$ cat config.mk
export PLATFORM = sky130hd
export DESIGN_NAME = rbl_top
export DESIGN_NICKNAME = d
export VERILOG_FILES = /design/src/rbl_pkg.sv /design/src/rbl_bist_if.sv /design/src/rbl_ram_bist.sv /design/src/rbl_top.sv
export VERILOG_INCLUDE_DIRS = /design/src
export SDC_FILE = /design/constraint.sdc
export NUM_CORES = 1
export LEC_CHECK = 0
export ABC_AREA = 1
export BUFFER_PORTS_ARGS = -buffer_cell sky130_fd_sc_hd__buf_4
export CORE_MARGIN = 2
export CORE_UTILIZATION = 50
export DETAILED_ROUTE_END_ITERATION = 6
export PLACE_DENSITY = 0.77
export SYNTH_ARGS = -nofsm -noshare
export SYNTH_HDL_FRONTEND = slang
export SYNTH_SLANG_ARGS = --single-unit
$ cat constraint.sdc
create_clock -name mclk -period 1.7 [get_ports mclk]
set_input_delay 0.34 -clock mclk [delete_from_list [all_inputs] [get_ports mclk]]
set_output_delay 0.34 -clock mclk [all_outputs]
set_load 0.03 [all_outputs]
$ cat src/rbl_consts.svh
// Constants for the RAM test / loopback self-test control block
// Assumes inclusion by bare name from every file that uses its macros
`ifndef RBL_CONSTS_SVH
`define RBL_CONSTS_SVH

// ------------------------------------------------------------
// Register offsets
// ------------------------------------------------------------
`define RBL_OFS_STC    8'h28
`define RBL_OFS_FAIL   8'h1B
`define RBL_OFS_TXD    8'h1F
`define RBL_OFS_RXD    8'h02
`define RBL_OFS_IST    8'h60
`define RBL_OFS_IMSK   8'h61

// ------------------------------------------------------------
// Control register fields
// ------------------------------------------------------------
`define RBL_B_EN       15
`define RBL_B_SEL_HI   13
`define RBL_B_SEL_LO   11
`define RBL_B_RSTRT    10
`define RBL_B_RPASS    9
`define RBL_B_RFAIL    8
`define RBL_B_ANALOG   5
`define RBL_B_SYNC     4
`define RBL_B_BUSB     3
`define RBL_B_LSTRT    2
`define RBL_B_LPASS    1
`define RBL_B_LFAIL    0
`define RBL_STC_RESET  16'h0000

// ------------------------------------------------------------
// RAM test selections and patterns
// ------------------------------------------------------------
`define RBL_SEL_RDFF   3'b101
`define RBL_SEL_INCDEC 3'b110
`define RBL_SEL_IDLE   3'b111
`define RBL_PAT_ZERO   16'h0000
`define RBL_PAT_ONES   16'hFFFF
`define RBL_QUADS      4
`define RBL_QAW        13

// ------------------------------------------------------------
// Timing
// ------------------------------------------------------------
`define RBL_CLK_NS        8
`define RBL_LB_TIMEOUT_NS 100000

`endif

$ cat src/rbl_pkg.sv
// Types for the self-test control block
// Assumes rbl_consts.svh carries the numbers
package rbl_pkg;

  typedef logic [2:0] rbl_sel_t;

  typedef enum logic [2:0] {
    B_IDLE,
    B_WRITE,
    B_RD_ISSUE,
    B_RD_CHECK
  } rbl_bist_st_t;

  typedef enum logic [1:0] {
    L_IDLE,
    L_WAIT
  } rbl_lb_st_t;

endpackage : rbl_pkg

$ cat src/rbl_bist_if.sv
// Link between the control registers and the RAM test engine
// Assumes a single clock domain
`timescale 1ns/100ps
interface rbl_bist_if;
  import rbl_pkg::*;
  logic            start;
  rbl_sel_t        sel;
  logic            done;
  logic            pass;
  logic            fail;
  logic [15:0]     fail_addr;
  logic [12:0]     ram_addr;
  logic [15:0]     ram_wdata;
  logic            ram_we;
  logic [63:0]     ram_rdata;

  modport eng (input start, sel, ram_rdata,
               output done, pass, fail, fail_addr, ram_addr, ram_wdata, ram_we);
  modport ctl (output start, sel, ram_rdata,
               input done, pass, fail, fail_addr, ram_addr, ram_wdata, ram_we);
endinterface : rbl_bist_if

$ cat src/rbl_ram_bist.sv
// RAM test engine: walks one quadrant address, all four quadrants at once
// Assumes a RAM with one-cycle synchronous read, four 16-bit lanes
`timescale 1ns/100ps
`include "rbl_consts.svh"
module rbl_ram_bist import rbl_pkg::*; (
  // Clock and reset
  input  wire logic mclk,
  input  wire logic arst_n,
  // Control side
  rbl_bist_if.eng   b
);

  rbl_bist_st_t    st_ff;
  rbl_sel_t        sel_ff;
  logic            phase_ff;
  logic [12:0]     addr_ff;
  logic [15:0]     exp_ff;
  logic [15:0]     wdata_ff;
  logic            we_ff;
  logic            done_ff;
  logic            pass_ff;
  logic            fail_ff;
  logic [15:0]     fa_ff;
  logic [3:0]      mism;
  logic            last;

  function automatic logic [15:0] pat(rbl_sel_t s, logic ph, logic [12:0] a);
    logic [15:0] v;
    v = (s == `RBL_SEL_INCDEC) ? {3'h0, a} : `RBL_PAT_ZERO;
    return ph ? ~v : v;
  endfunction : pat

  // ------------------------------------------------------------
  // Per-quadrant compare
  // ------------------------------------------------------------
  for (genvar q = 0; q < `RBL_QUADS; q++) begin : g_cmp
    assign mism[q] = b.ram_rdata[q*16 +: 16] != exp_ff;
  end
  assign last = &addr_ff;

  // ------------------------------------------------------------
  // Sequencer
  // ------------------------------------------------------------
  always_ff @(posedge mclk or negedge arst_n) begin
    if (!arst_n) begin
      st_ff    <= B_IDLE;
      sel_ff   <= '0;
      phase_ff <= 1'b0;
      addr_ff  <= '0;
      exp_ff   <= '0;
      wdata_ff <= '0;
      we_ff    <= 1'b0;
      done_ff  <= 1'b0;
      pass_ff  <= 1'b0;
      fail_ff  <= 1'b0;
      fa_ff    <= '0;
    end else begin
      done_ff <= 1'b0;
      we_ff   <= 1'b0;
      unique case (st_ff)
        B_IDLE: if (b.start) begin
          sel_ff   <= b.sel;
          addr_ff  <= '0;
          phase_ff <= (b.sel == `RBL_SEL_RDFF);
          pass_ff  <= 1'b0;
          fail_ff  <= 1'b0;
          if (b.sel == `RBL_SEL_IDLE) begin
            done_ff <= 1'b1;
          end else if (b.sel == `RBL_SEL_RDFF) begin
            st_ff <= B_RD_ISSUE;
          end else begin
            st_ff    <= B_WRITE;
            we_ff    <= 1'b1;
            wdata_ff <= pat(b.sel, 1'b0, 13'h0000);
          end
        end
        B_WRITE: begin
          if (last) begin
            st_ff   <= B_RD_ISSUE;
            addr_ff <= '0;
          end else begin
            addr_ff  <= addr_ff + 13'h0001;
            we_ff    <= 1'b1;
            wdata_ff <= pat(sel_ff, phase_ff, addr_ff + 13'h0001);
          end
        end
        B_RD_ISSUE: begin
          st_ff  <= B_RD_CHECK;
          exp_ff <= pat(sel_ff, phase_ff, addr_ff);
        end
        B_RD_CHECK: begin
          if (|mism) begin
            fail_ff <= 1'b1;
            fa_ff   <= {3'h0, addr_ff};
            done_ff <= 1'b1;
            st_ff   <= B_IDLE;
          end else if (last && !phase_ff) begin
            phase_ff <= 1'b1;
            addr_ff  <= '0;
            st_ff    <= B_WRITE;
            we_ff    <= 1'b1;
            wdata_ff <= pat(sel_ff, 1'b1, 13'h0000);
          end else if (last) begin
            pass_ff <= 1'b1;
            done_ff <= 1'b1;
            st_ff   <= B_IDLE;
          end else begin
            addr_ff <= addr_ff + 13'h0001;
            st_ff   <= B_RD_ISSUE;
          end
        end
      endcase
    end
  end

  assign b.done      = done_ff;
  assign b.pass      = pass_ff;
  assign b.fail      = fail_ff;
  assign b.fail_addr = fa_ff;
  assign b.ram_addr  = addr_ff;
  assign b.ram_wdata = wdata_ff;
  assign b.ram_we    = we_ff;

  // ------------------------------------------------------------
  // Checks
  // ------------------------------------------------------------
  a_fail_addr_low: assert property (@(posedge mclk) disable iff (!arst_n)
    st_ff == B_RD_CHECK && |mism |=> done_ff && fail_ff && fa_ff == {3'h0, $past(addr_ff)})
    else $error("fail address not the lowest-quadrant address");
  a_one_result: assert property (@(posedge mclk) disable iff (!arst_n)
    done_ff |-> !(pass_ff && fail_ff))
    else $error("engine reported pass and fail together");

endmodule : rbl_ram_bist

$ cat src/rbl_top.sv
// Self-test control: RAM test results, loopback options, interrupt
// Assumes a single 125 MHz clock and a one-cycle register port
`timescale 1ns/100ps
`include "rbl_consts.svh"
module rbl_top import rbl_pkg::*; #(
  parameter int unsigned LB_TIMEOUT_CYC = `RBL_LB_TIMEOUT_NS / `RBL_CLK_NS
) (
  // Clock and reset
  input  wire logic        mclk,
  input  wire logic        arst_n,
  // Register port
  input  wire logic [7:0]  reg_addr,
  input  wire logic [15:0] reg_wdata,
  input  wire logic        reg_wr,
  input  wire logic        reg_rd,
  output logic      [15:0] reg_rdata,
  // Device pins and normal-mode words
  input  wire logic        test_mode,
  input  wire logic [15:0] rt_msg_info,
  input  wire logic [15:0] rt_cur_cmd,
  // RAM test port
  output logic      [12:0] ram_addr,
  output logic      [15:0] ram_wdata,
  output logic             ram_we,
  input  wire logic [63:0] ram_rdata,
  // Loopback transmit side
  output logic             lb_send,
  output logic      [15:0] lb_word,
  output logic             lb_cmd_sync,
  output logic             lb_analog,
  output logic             lb_bus_b,
  output logic             bus_a_tx_en,
  output logic             bus_b_tx_en,
  // Loopback receive side
  input  wire logic        lb_rx_valid,
  input  wire logic [15:0] lb_rx_word,
  input  wire logic        lb_rx_cmd_sync,
  input  wire logic        lb_rx_err,
  // Interrupt
  output logic             irq
);

  localparam logic [31:0] TO_LAST = LB_TIMEOUT_CYC - 1;

  rbl_bist_if b ();

  logic            en_ff;
  rbl_sel_t        sel_ff;
  logic            rstrt_ff;
  logic            rpass_ff;
  logic            rfail_ff;
  logic            analog_ff;
  logic            sync_ff;
  logic            busb_ff;
  logic            lstrt_ff;
  logic            lpass_ff;
  logic            lfail_ff;
  logic [15:0]     txd_ff;
  logic [15:0]     rxd_ff;
  logic [3:0]      ist_ff;
  logic [3:0]      imsk_ff;
  logic            irq_ff;
  logic [15:0]     rdata_ff;
  logic            start_ff;
  rbl_lb_st_t      lst_ff;
  logic [31:0]     lcnt_ff;
  logic            ldone_ff;
  logic            lok_ff;
  logic            send_ff;
  logic [15:0]     word_ff;
  logic            csync_ff;
  logic            lana_ff;
  logic            lbusb_ff;
  logic            txa_ff;
  logic            txb_ff;
  logic            wr_stc;
  logic            rb_go;
  logic            lb_go;
  logic [15:0]     nxt_rdata;
  logic [3:0]      nxt_ist;

  // ------------------------------------------------------------
  // Write decode and launch gating
  // ------------------------------------------------------------
  assign wr_stc = reg_wr && reg_addr == `RBL_OFS_STC;
  assign rb_go  = wr_stc && reg_wdata[`RBL_B_RSTRT] && test_mode && en_ff && !rstrt_ff;
  assign lb_go  = wr_stc && reg_wdata[`RBL_B_LSTRT] && test_mode && !lstrt_ff;

  // ------------------------------------------------------------
  // Configuration bits
  // ------------------------------------------------------------
  always_ff @(posedge mclk or negedge arst_n) begin
    if (!arst_n) begin
      en_ff     <= 1'b0;
      sel_ff    <= '0;
      analog_ff <= 1'b0;
      sync_ff   <= 1'b0;
      busb_ff   <= 1'b0;
    end else if (wr_stc) begin
      en_ff     <= reg_wdata[`RBL_B_EN];
      sel_ff    <= reg_wdata[`RBL_B_SEL_HI:`RBL_B_SEL_LO];
      analog_ff <= reg_wdata[`RBL_B_ANALOG];
      sync_ff   <= reg_wdata[`RBL_B_SYNC];
      busb_ff   <= reg_wdata[`RBL_B_BUSB];
    end
  end

  always_ff @(posedge mclk or negedge arst_n) begin
    if (!arst_n) begin
      txd_ff <= '0;
    end else if (reg_wr && reg_addr == `RBL_OFS_TXD) begin
      txd_ff <= reg_wdata;
    end
  end

  // ------------------------------------------------------------
  // RAM test launch and results
  // ------------------------------------------------------------
  always_ff @(posedge mclk or negedge arst_n) begin
    if (!arst_n) begin
      rstrt_ff <= 1'b0;
      start_ff <= 1'b0;
    end else begin
      start_ff <= rb_go;
      if (rb_go) begin
        rstrt_ff <= 1'b1;
      end else if (b.done) begin
        rstrt_ff <= 1'b0;
      end
    end
  end

  always_ff @(posedge mclk or negedge arst_n) begin
    if (!arst_n) begin
      rpass_ff <= 1'b0;
      rfail_ff <= 1'b0;
    end else if (rb_go) begin
      rpass_ff <= 1'b0;
      rfail_ff <= 1'b0;
    end else if (b.done) begin
      rpass_ff <= b.pass && !b.fail;
      rfail_ff <= b.fail;
    end
  end

  always_ff @(posedge mclk or negedge arst_n) begin
    if (!arst_n) begin
      b.sel <= '0;
    end else if (rb_go) begin
      b.sel <= reg_wdata[`RBL_B_SEL_HI:`RBL_B_SEL_LO];
    end
  end

  assign b.start     = start_ff;
  assign b.ram_rdata = ram_rdata;
  assign ram_addr    = b.ram_addr;
  assign ram_wdata   = b.ram_wdata;
  assign ram_we      = b.ram_we;

  rbl_ram_bist u_bist (
    .mclk   (mclk),
    .arst_n (arst_n),
    .b      (b)
  );

  // ------------------------------------------------------------
  // Loopback sequencer
  // ------------------------------------------------------------
  always_ff @(posedge mclk or negedge arst_n) begin
    if (!arst_n) begin
      lst_ff   <= L_IDLE;
      lcnt_ff  <= '0;
      ldone_ff <= 1'b0;
      lok_ff   <= 1'b0;
      send_ff  <= 1'b0;
      word_ff  <= '0;
      csync_ff <= 1'b0;
      lana_ff  <= 1'b0;
      lbusb_ff <= 1'b0;
      txa_ff   <= 1'b0;
      txb_ff   <= 1'b0;
    end else begin
      send_ff  <= 1'b0;
      ldone_ff <= 1'b0;
      unique case (lst_ff)
        L_IDLE: if (lb_go) begin
          lst_ff   <= L_WAIT;
          lcnt_ff  <= '0;
          send_ff  <= 1'b1;
          word_ff  <= txd_ff;
          csync_ff <= reg_wdata[`RBL_B_SYNC];
          lana_ff  <= reg_wdata[`RBL_B_ANALOG];
          lbusb_ff <= reg_wdata[`RBL_B_BUSB];
          txa_ff   <= reg_wdata[`RBL_B_ANALOG] && !reg_wdata[`RBL_B_BUSB];
          txb_ff   <= reg_wdata[`RBL_B_ANALOG] && reg_wdata[`RBL_B_BUSB];
        end
        L_WAIT: begin
          lcnt_ff <= lcnt_ff + 32'h0000_0001;
          if (lb_rx_valid || lcnt_ff == TO_LAST) begin
            lst_ff   <= L_IDLE;
            ldone_ff <= 1'b1;
            lok_ff   <= lb_rx_valid && !lb_rx_err && lb_rx_word == word_ff
                        && lb_rx_cmd_sync == csync_ff;
            txa_ff   <= 1'b0;
            txb_ff   <= 1'b0;
          end
        end
      endcase
    end
  end

  always_ff @(posedge mclk or negedge arst_n) begin
    if (!arst_n) begin
      lstrt_ff <= 1'b0;
      lpass_ff <= 1'b0;
      lfail_ff <= 1'b0;
    end else if (lb_go) begin
      lstrt_ff <= 1'b1;
      lpass_ff <= 1'b0;
      lfail_ff <= 1'b0;
    end else if (ldone_ff) begin
      lstrt_ff <= 1'b0;
      lpass_ff <= lok_ff;
      lfail_ff <= !lok_ff;
    end
  end

  always_ff @(posedge mclk or negedge arst_n) begin
    if (!arst_n) begin
      rxd_ff <= '0;
    end else if (lb_rx_valid && lst_ff == L_WAIT) begin
      rxd_ff <= lb_rx_word;
    end
  end

  assign lb_send     = send_ff;
  assign lb_word     = word_ff;
  assign lb_cmd_sync = csync_ff;
  assign lb_analog   = lana_ff;
  assign lb_bus_b    = lbusb_ff;
  assign bus_a_tx_en = txa_ff;
  assign bus_b_tx_en = txb_ff;

  // ------------------------------------------------------------
  // Interrupt status and mask
  // ------------------------------------------------------------
  always_comb begin
    nxt_ist = ist_ff;
    if (reg_wr && reg_addr == `RBL_OFS_IST) begin
      nxt_ist = ist_ff & ~reg_wdata[3:0];
    end
    nxt_ist = nxt_ist | {ldone_ff && !lok_ff, ldone_ff && lok_ff,
                         b.done && b.fail, b.done && b.pass && !b.fail};
  end

  always_ff @(posedge mclk or negedge arst_n) begin
    if (!arst_n) begin
      ist_ff  <= '0;
      imsk_ff <= '0;
      irq_ff  <= 1'b0;
    end else begin
      ist_ff <= nxt_ist;
      irq_ff <= |(nxt_ist & imsk_ff);
      if (reg_wr && reg_addr == `RBL_OFS_IMSK) begin
        imsk_ff <= reg_wdata[3:0];
      end
    end
  end

  assign irq = irq_ff;

  // ------------------------------------------------------------
  // Read path
  // ------------------------------------------------------------
  always_comb begin
    nxt_rdata = '0;
    if (reg_rd) begin
      unique case (reg_addr)
        `RBL_OFS_STC:  nxt_rdata = {en_ff, 1'b0, sel_ff, rstrt_ff, rpass_ff, rfail_ff,
                                    2'b00, analog_ff, sync_ff, busb_ff,
                                    lstrt_ff, lpass_ff, lfail_ff};
        `RBL_OFS_FAIL: nxt_rdata = test_mode ? b.fail_addr : rt_msg_info;
        `RBL_OFS_TXD:  nxt_rdata = txd_ff;
        `RBL_OFS_RXD:  nxt_rdata = test_mode ? rxd_ff : rt_cur_cmd;
        `RBL_OFS_IST:  nxt_rdata = {12'h000, ist_ff};
        `RBL_OFS_IMSK: nxt_rdata = {12'h000, imsk_ff};
        default:       nxt_rdata = '0;
      endcase
    end
  end

  always_ff @(posedge mclk or negedge arst_n) begin
    if (!arst_n) begin
      rdata_ff <= '0;
    end else begin
      rdata_ff <= nxt_rdata;
    end
  end

  assign reg_rdata = rdata_ff;

  // ------------------------------------------------------------
  // Checks
  // ------------------------------------------------------------
  a_ram_pass_set: assert property (@(posedge mclk) disable iff (!arst_n)
    b.done && b.pass && !rb_go |=> rpass_ff && !rfail_ff)
    else $error("pass flag not set after clean run");
  a_ram_fail_set: assert property (@(posedge mclk) disable iff (!arst_n)
    b.done && b.fail && !rb_go |=> rfail_ff && !rpass_ff)
    else $error("fail flag not set after mismatch");
  a_launch_clears: assert property (@(posedge mclk) disable iff (!arst_n)
    rb_go |=> rstrt_ff && !rpass_ff && !rfail_ff)
    else $error("launch did not clear result flags");
  a_fail_addr_rd: assert property (@(posedge mclk) disable iff (!arst_n)
    reg_rd && reg_addr == `RBL_OFS_FAIL
    |=> reg_rdata == ($past(test_mode) ? $past(b.fail_addr) : $past(rt_msg_info)))
    else $error("location 0x1B returned wrong word");
  a_unused_zero: assert property (@(posedge mclk) disable iff (!arst_n)
    reg_rd && reg_addr == `RBL_OFS_STC |=> reg_rdata[7:6] == 2'b00)
    else $error("unused bits read non-zero");
  a_digital_quiet: assert property (@(posedge mclk) disable iff (!arst_n)
    lst_ff == L_WAIT && !lana_ff |-> !txa_ff && !txb_ff)
    else $error("digital loopback drove a bus");
  a_analog_bus: assert property (@(posedge mclk) disable iff (!arst_n)
    lb_go && reg_wdata[`RBL_B_ANALOG]
    |=> send_ff && (lbusb_ff ? (txb_ff && !txa_ff) : (txa_ff && !txb_ff)))
    else $error("analog loopback on wrong bus");
  a_sync_type: assert property (@(posedge mclk) disable iff (!arst_n)
    lb_go |=> send_ff && csync_ff == $past(reg_wdata[`RBL_B_SYNC]))
    else $error("loopback sync type wrong");
  a_rb_gate: assert property (@(posedge mclk) disable iff (!arst_n)
    $rose(rstrt_ff) |-> $past(test_mode) && $past(en_ff))
    else $error("RAM launch taken without test pin and enable");
  a_rb_auto_clr: assert property (@(posedge mclk) disable iff (!arst_n)
    b.done |=> !rstrt_ff)
    else $error("RAM launch bit not cleared on completion");
  a_lb_gate: assert property (@(posedge mclk) disable iff (!arst_n)
    $rose(lstrt_ff) |-> $past(test_mode) ##0 lst_ff == L_WAIT)
    else $error("loop launch taken without test pin");
  a_one_flag: assert property (@(posedge mclk) disable iff (!arst_n)
    !(rpass_ff && rfail_ff))
    else $error("RAM result flags both set");
  a_flags_stable: assert property (@(posedge mclk) disable iff (!arst_n)
    !rstrt_ff && !rb_go |=> $stable({rpass_ff, rfail_ff}))
    else $error("RAM result flags changed between runs");

endmodule : rbl_top

==> impl_summary.md <==
Placement
The detailed-placement wirelength estimate is between 20000 and 25000 µm. In this run the cell area measured after placement is 13600 µm². The number of port buffers is around 210. The routability congestion estimate is ~0.96. Prior to clock tree synthesis, the placed netlist has a worst setup slack of -0.319 ns.

Synth
The synthesized design spends more area on one cell type than any other, namely sky130_fd_sc_hd__dfrtp_1. The count of flip-flops with a built-in enable after synthesis is 0. The count of unique library cells instantiated by Yosys is 50. The synthesized netlist cell count is ~1400. The synthesized design devotes to its leading area cell type between 40% and 50% of total area.

The share of async-settable or async-resettable flops after synthesis is 100%. The per-instance average area after synthesis is 7.50 µm². Yosys printed 0 warnings. Counting every net in the synthesized netlist gives roughly 1600. Summing every instance area after synthesis gives between 10000 and 15000 µm².

After synthesis, the cell types taking the most area are sky130_fd_sc_hd__dfrtp_1 (46%), sky130_fd_sc_hd__nand2_1 (17%), sky130_fd_sc_hd__o21ai_0 (6.3%). In the synthesized netlist the dominant register cell turns out to be sky130_fd_sc_hd__dfrtp_1. The part of the Yosys area used for sequential elements is between 40 and 50%. The post-synthesis register bit count is a little under 200.

Status
The run finished, with violations left. The final reports fail on setup timing.

Worst setup path
The critical path launch point type is a flop. The setup path with the least slack is of type reg2reg. Along the worst path, the maximum fanout reaches 7. The data arrival time of the critical path is around 2.3 ns. The cell with the most instances on the worst path is sky130_fd_sc_hd__nand2_1.

Data on the critical path is required at its endpoint by a little over 2 ns. For this run, the slowest stage of the critical path takes around 0.42 ns. The kind of capture point of the worst setup path is a flop. Grouping stages by cell kind, the critical path spends the most delay in simple AND/OR/NAND/NOR gates. The number of buffers and inverters on the critical path is 3.

Among all stages on the critical path, the largest delay is contributed by sky130_fd_sc_hd__dfrtp_2. The signal on the critical path passes through buf_6 > nand2_1 > o21ai_1 > nand2_1 > nor2_1 > nand2_1 > nor2_2 > nand2_1 > inv_1 > nand2_2 > nand2_4 > nand4_1 > buf_6 > nand2_1 > nand2_1.

CTS
The clock drives between 150 and 200 sinks. The worst-case clock buffer depth is 2. Clock latency on the worst-skew pair, taken at its later pin, is 0.45 ns. The number of buffers inserted during clock tree synthesis is 17. The number of levels in the clock H-tree is 4. The CTS root buffer is sky130_fd_sc_hd__clkbuf_16. The register clock-pin slew on the reported worst setup and hold paths is ~0.080 ns. The clock tree from TritonCTS is yes.

Finish
The proportion of layout cells with a drive suffix above 1 is about a third. The growth of design area from synthesis to finish is 41.3%. In the final design database the tool counted 1913 nets.

The design area is around 15000 µm². The library cell used most frequently in the layout, excluding fill and tap cells, is sky130_fd_sc_hd__nand2_1. The number of antenna diodes in the final layout is 0. Cells fill a little under three quarters of the core in the end. The library cells used most frequently in the layout, excluding fill and tap cells, are sky130_fd_sc_hd__nand2_1 (433), sky130_fd_sc_hd__buf_4 (362), sky130_fd_sc_hd__dfrtp_1 (178).

The number of filler instances in the final layout is ~1600.

STA
Setup total negative slack on the finished layout was measured at -11.41 ns. Between clock sinks in the finished design, the worst skew comes to about 0.011 ns. The max-slew headroom at the worst pin is between 60 and 70%.

The maximum operating frequency is 0.503 GHz. The least setup slack across all paths after layout is -0.288 ns. The slew of the pin with the lowest slew margin is around 0.51 ns. Setup violations remaining at the end of the flow were counted as 53.

The final count of pins violating max slew is 0. The period utilization is 117%. The minimum period implied by the final worst setup slack is slightly below 2 ns. The number of hold violations in the final report is 0. Setup repair after global routing could not meet its margin everywhere.

Floorplan
The initial utilization of the core area, before any placement, comes to approximately 50%. In this run the horizontal extent of the chip is approximately 150 µm. The die height is around 150 µm. The die covers ~22000 µm². The total core area is approximately 21000 µm². For this design the top-level I/O count stands at roughly 210. The initialized floorplan defines 53 standard-cell rows.

Power and ir drop
The register share of total power is ~37%. The total power density per cell area is around 1100 nW/µm². The share of total power dissipated in the clock network is between 20% and 30%.

The internal power of the cells totals ~10 mW. For this design the total switching power over the nets is 5.89 mW. Net switching is a little under two fifths of the power. The overall power consumption is 15.9 mW.

The combinational group share of total power is between 30% and 40%. The leakage power figure is 7.62 nW. IR analysis of the VDD net gives a maximum drop of about 0.94 mV.

GRT
The first-pass GRT wire length is 52500 µm. The via count of the first global-routing pass is roughly 11000. The initial antenna violation count is 0. The pin count of the biggest net entering global routing is a little under 50.

Summed over all layers, the global routing overflow is 0. Global routing used between 20% and 30% of the available tracks across all layers.

Job
The max-cap check violation count is 0.

Detailed routing
For this run, design rule violations remaining after detail routing come to 0. The detailed router's first-iteration violation count is between 800 and 900. The count of nets left with antenna violations once routing finished came out at 0. For this block, the via count after detailed routing is about 11000. The routed wire length per instance is 16.5 µm.

The final layout contains routed wiring with a total length of roughly 34000 µm. Before antenna repair, the detailed router went through 5 iterations. The average via count per standard cell is ~5.4.

Min path
The tightest min-delay check is of the in2reg type.
-- synth_stat cells, types with 5 or more instances --
| cell type | instances |
|---|---|
| sky130_fd_sc_hd__o22ai_1 | 10 |
| sky130_fd_sc_hd__a22oi_1 | 5 |
| sky130_fd_sc_hd__nor3_1 | 22 |
| sky130_fd_sc_hd__o21ai_1 | 9 |
| sky130_fd_sc_hd__inv_1 | 157 |
| sky130_fd_sc_hd__xor2_1 | 6 |
| sky130_fd_sc_hd__mux2_2 | 13 |
| sky130_fd_sc_hd__ha_1 | 6 |
| sky130_fd_sc_hd__clkbuf_1 | 27 |
| sky130_fd_sc_hd__nor4_1 | 7 |
| sky130_fd_sc_hd__mux2i_1 | 5 |
| sky130_fd_sc_hd__nand4_1 | 30 |
| sky130_fd_sc_hd__nand2_1 | 462 |
| sky130_fd_sc_hd__a22o_1 | 6 |
| sky130_fd_sc_hd__a21oi_1 | 48 |
| sky130_fd_sc_hd__o21ai_0 | 133 |
| sky130_fd_sc_hd__or2_2 | 5 |
| sky130_fd_sc_hd__dfrtp_1 | 195 |
| sky130_fd_sc_hd__o211ai_1 | 8 |
| sky130_fd_sc_hd__buf_2 | 15 |
| sky130_fd_sc_hd__xnor2_1 | 10 |
| sky130_fd_sc_hd__nand3_1 | 82 |
| sky130_fd_sc_hd__nor2_1 | 89 |
-- metal layers --
| metal | global-route usage, % | wire length [µm] | vias up | share of wire, % |
|---|---|---|---|---|
| met1 | 37.6 | 13500 | 5264 | 40 |
| met5 | 0 | 0 | - | 0 |
| li1 | - | - | 5303 | - |
| met4 | 12.9 | 1350 | 0 | 4.0 |
| met3 | 4.92 | 2400 | 98 | 7.1 |
| met2 | 51.2 | 16600 | 477 | 49 |
-- sequential cells by signal, summed over array words and instances, names as in the netlist, 3 cells and up --
name and flops:
lcnt_ff 32, lb_word 16, reg_rdata 16, rxd_ff 16
txd_ff 16, u_bist.b.ram_wdata 14, u_bist.exp_ff 14, u_bist.b.fail_addr 13
u_bist.b.ram_addr 13, imsk_ff 4, ist_ff 4, b.sel 3
sel_ff 3, u_bist.sel_ff 3
-- worst paths after layout --
| check | startpoint | to | slack (ns) | cells after the start |
|---|---|---|---|---|
| worst max-delay path | u_bist.exp_ff[14] | u_bist.b.ram_wdata[10] | -0.29 | 15 |
| worst min-delay path | reg_wdata[3] | bus_a_tx_en | 0.11 | 2 |
| worst max register to register | u_bist.exp_ff[14] | u_bist.b.ram_wdata[10] | -0.29 | 15 |
| worst min register to register | u_bist.sel_ff[1] | u_bist.sel_ff[1] | 0.49 | 2 |
| max in group asynchronous | arst_n | u_bist.b.ram_addr[8] | 0.75 | 3 |
| min in group asynchronous | arst_n | lb_analog | 0.37 | 2 |
-- cells by family (layout without fill, tap and decap cells) --
family	after synthesis	count (layout)	share of synthesized area, %
simple gates	711	711	28.6
fa+ha+maj	6	6	0.714
xor+xnor	16	16	1.33
buf+inv	212	586	8.04
mux	18	18	1.87
compound gates	244	244	13.0
flops	195	195	46.4
-- power groups by stage --
stage	clock, mW	sequential (mW)	combinational [mW]
after global routing	4.14	5.95	6.64
after detailed placement	0	5.92	5.19
after floorplan	0	6.08	2.89
final	3.91	5.89	6.06
after global placement	0	5.91	5.05
after CTS	3.94	5.87	5.75
-- final cells by class --
| class | instances | area, µm² | share of cell area (%) |
|---|---|---|---|
| Inverter | 163 | 616 | 4.15 |
| Multi-Input combinational cell | 995 | 5260 | 35.4 |
| Tap cell | 275 | 344 | 2.32 |
| Clock inverter | 14 | 139 | 0.935 |
| Timing Repair Buffer | 390 | 3150 | 21.2 |
| Clock buffer | 18 | 429 | 2.89 |
| Timing Repair inverter | 1 | 5.00 | 0.0337 |
| Sequential cell | 195 | 4900 | 33.0 |
-- timing repair --
action / CTS / global route
setup endpoints to repair: 71 / 80
setup buffers: 18 / 15
gates resized for setup: 62 / 76
hold buffers: 1 / 0
hold endpoints to repair: 28 / 0
pin swaps: 41 / 27
gates cloned: 3 / 2
-- per-stage QoR --
step           instances  hold WS [ns]
4_1_cts             2040        0.0929
5_1_grt             2051        0.0936
3_5_place_dp        1989         0.266
6_report            2051         0.107
2_1_floorplan       1402        0.0444
3_3_place_gp        1989         0.266
(Power assumes the default switching activity.)
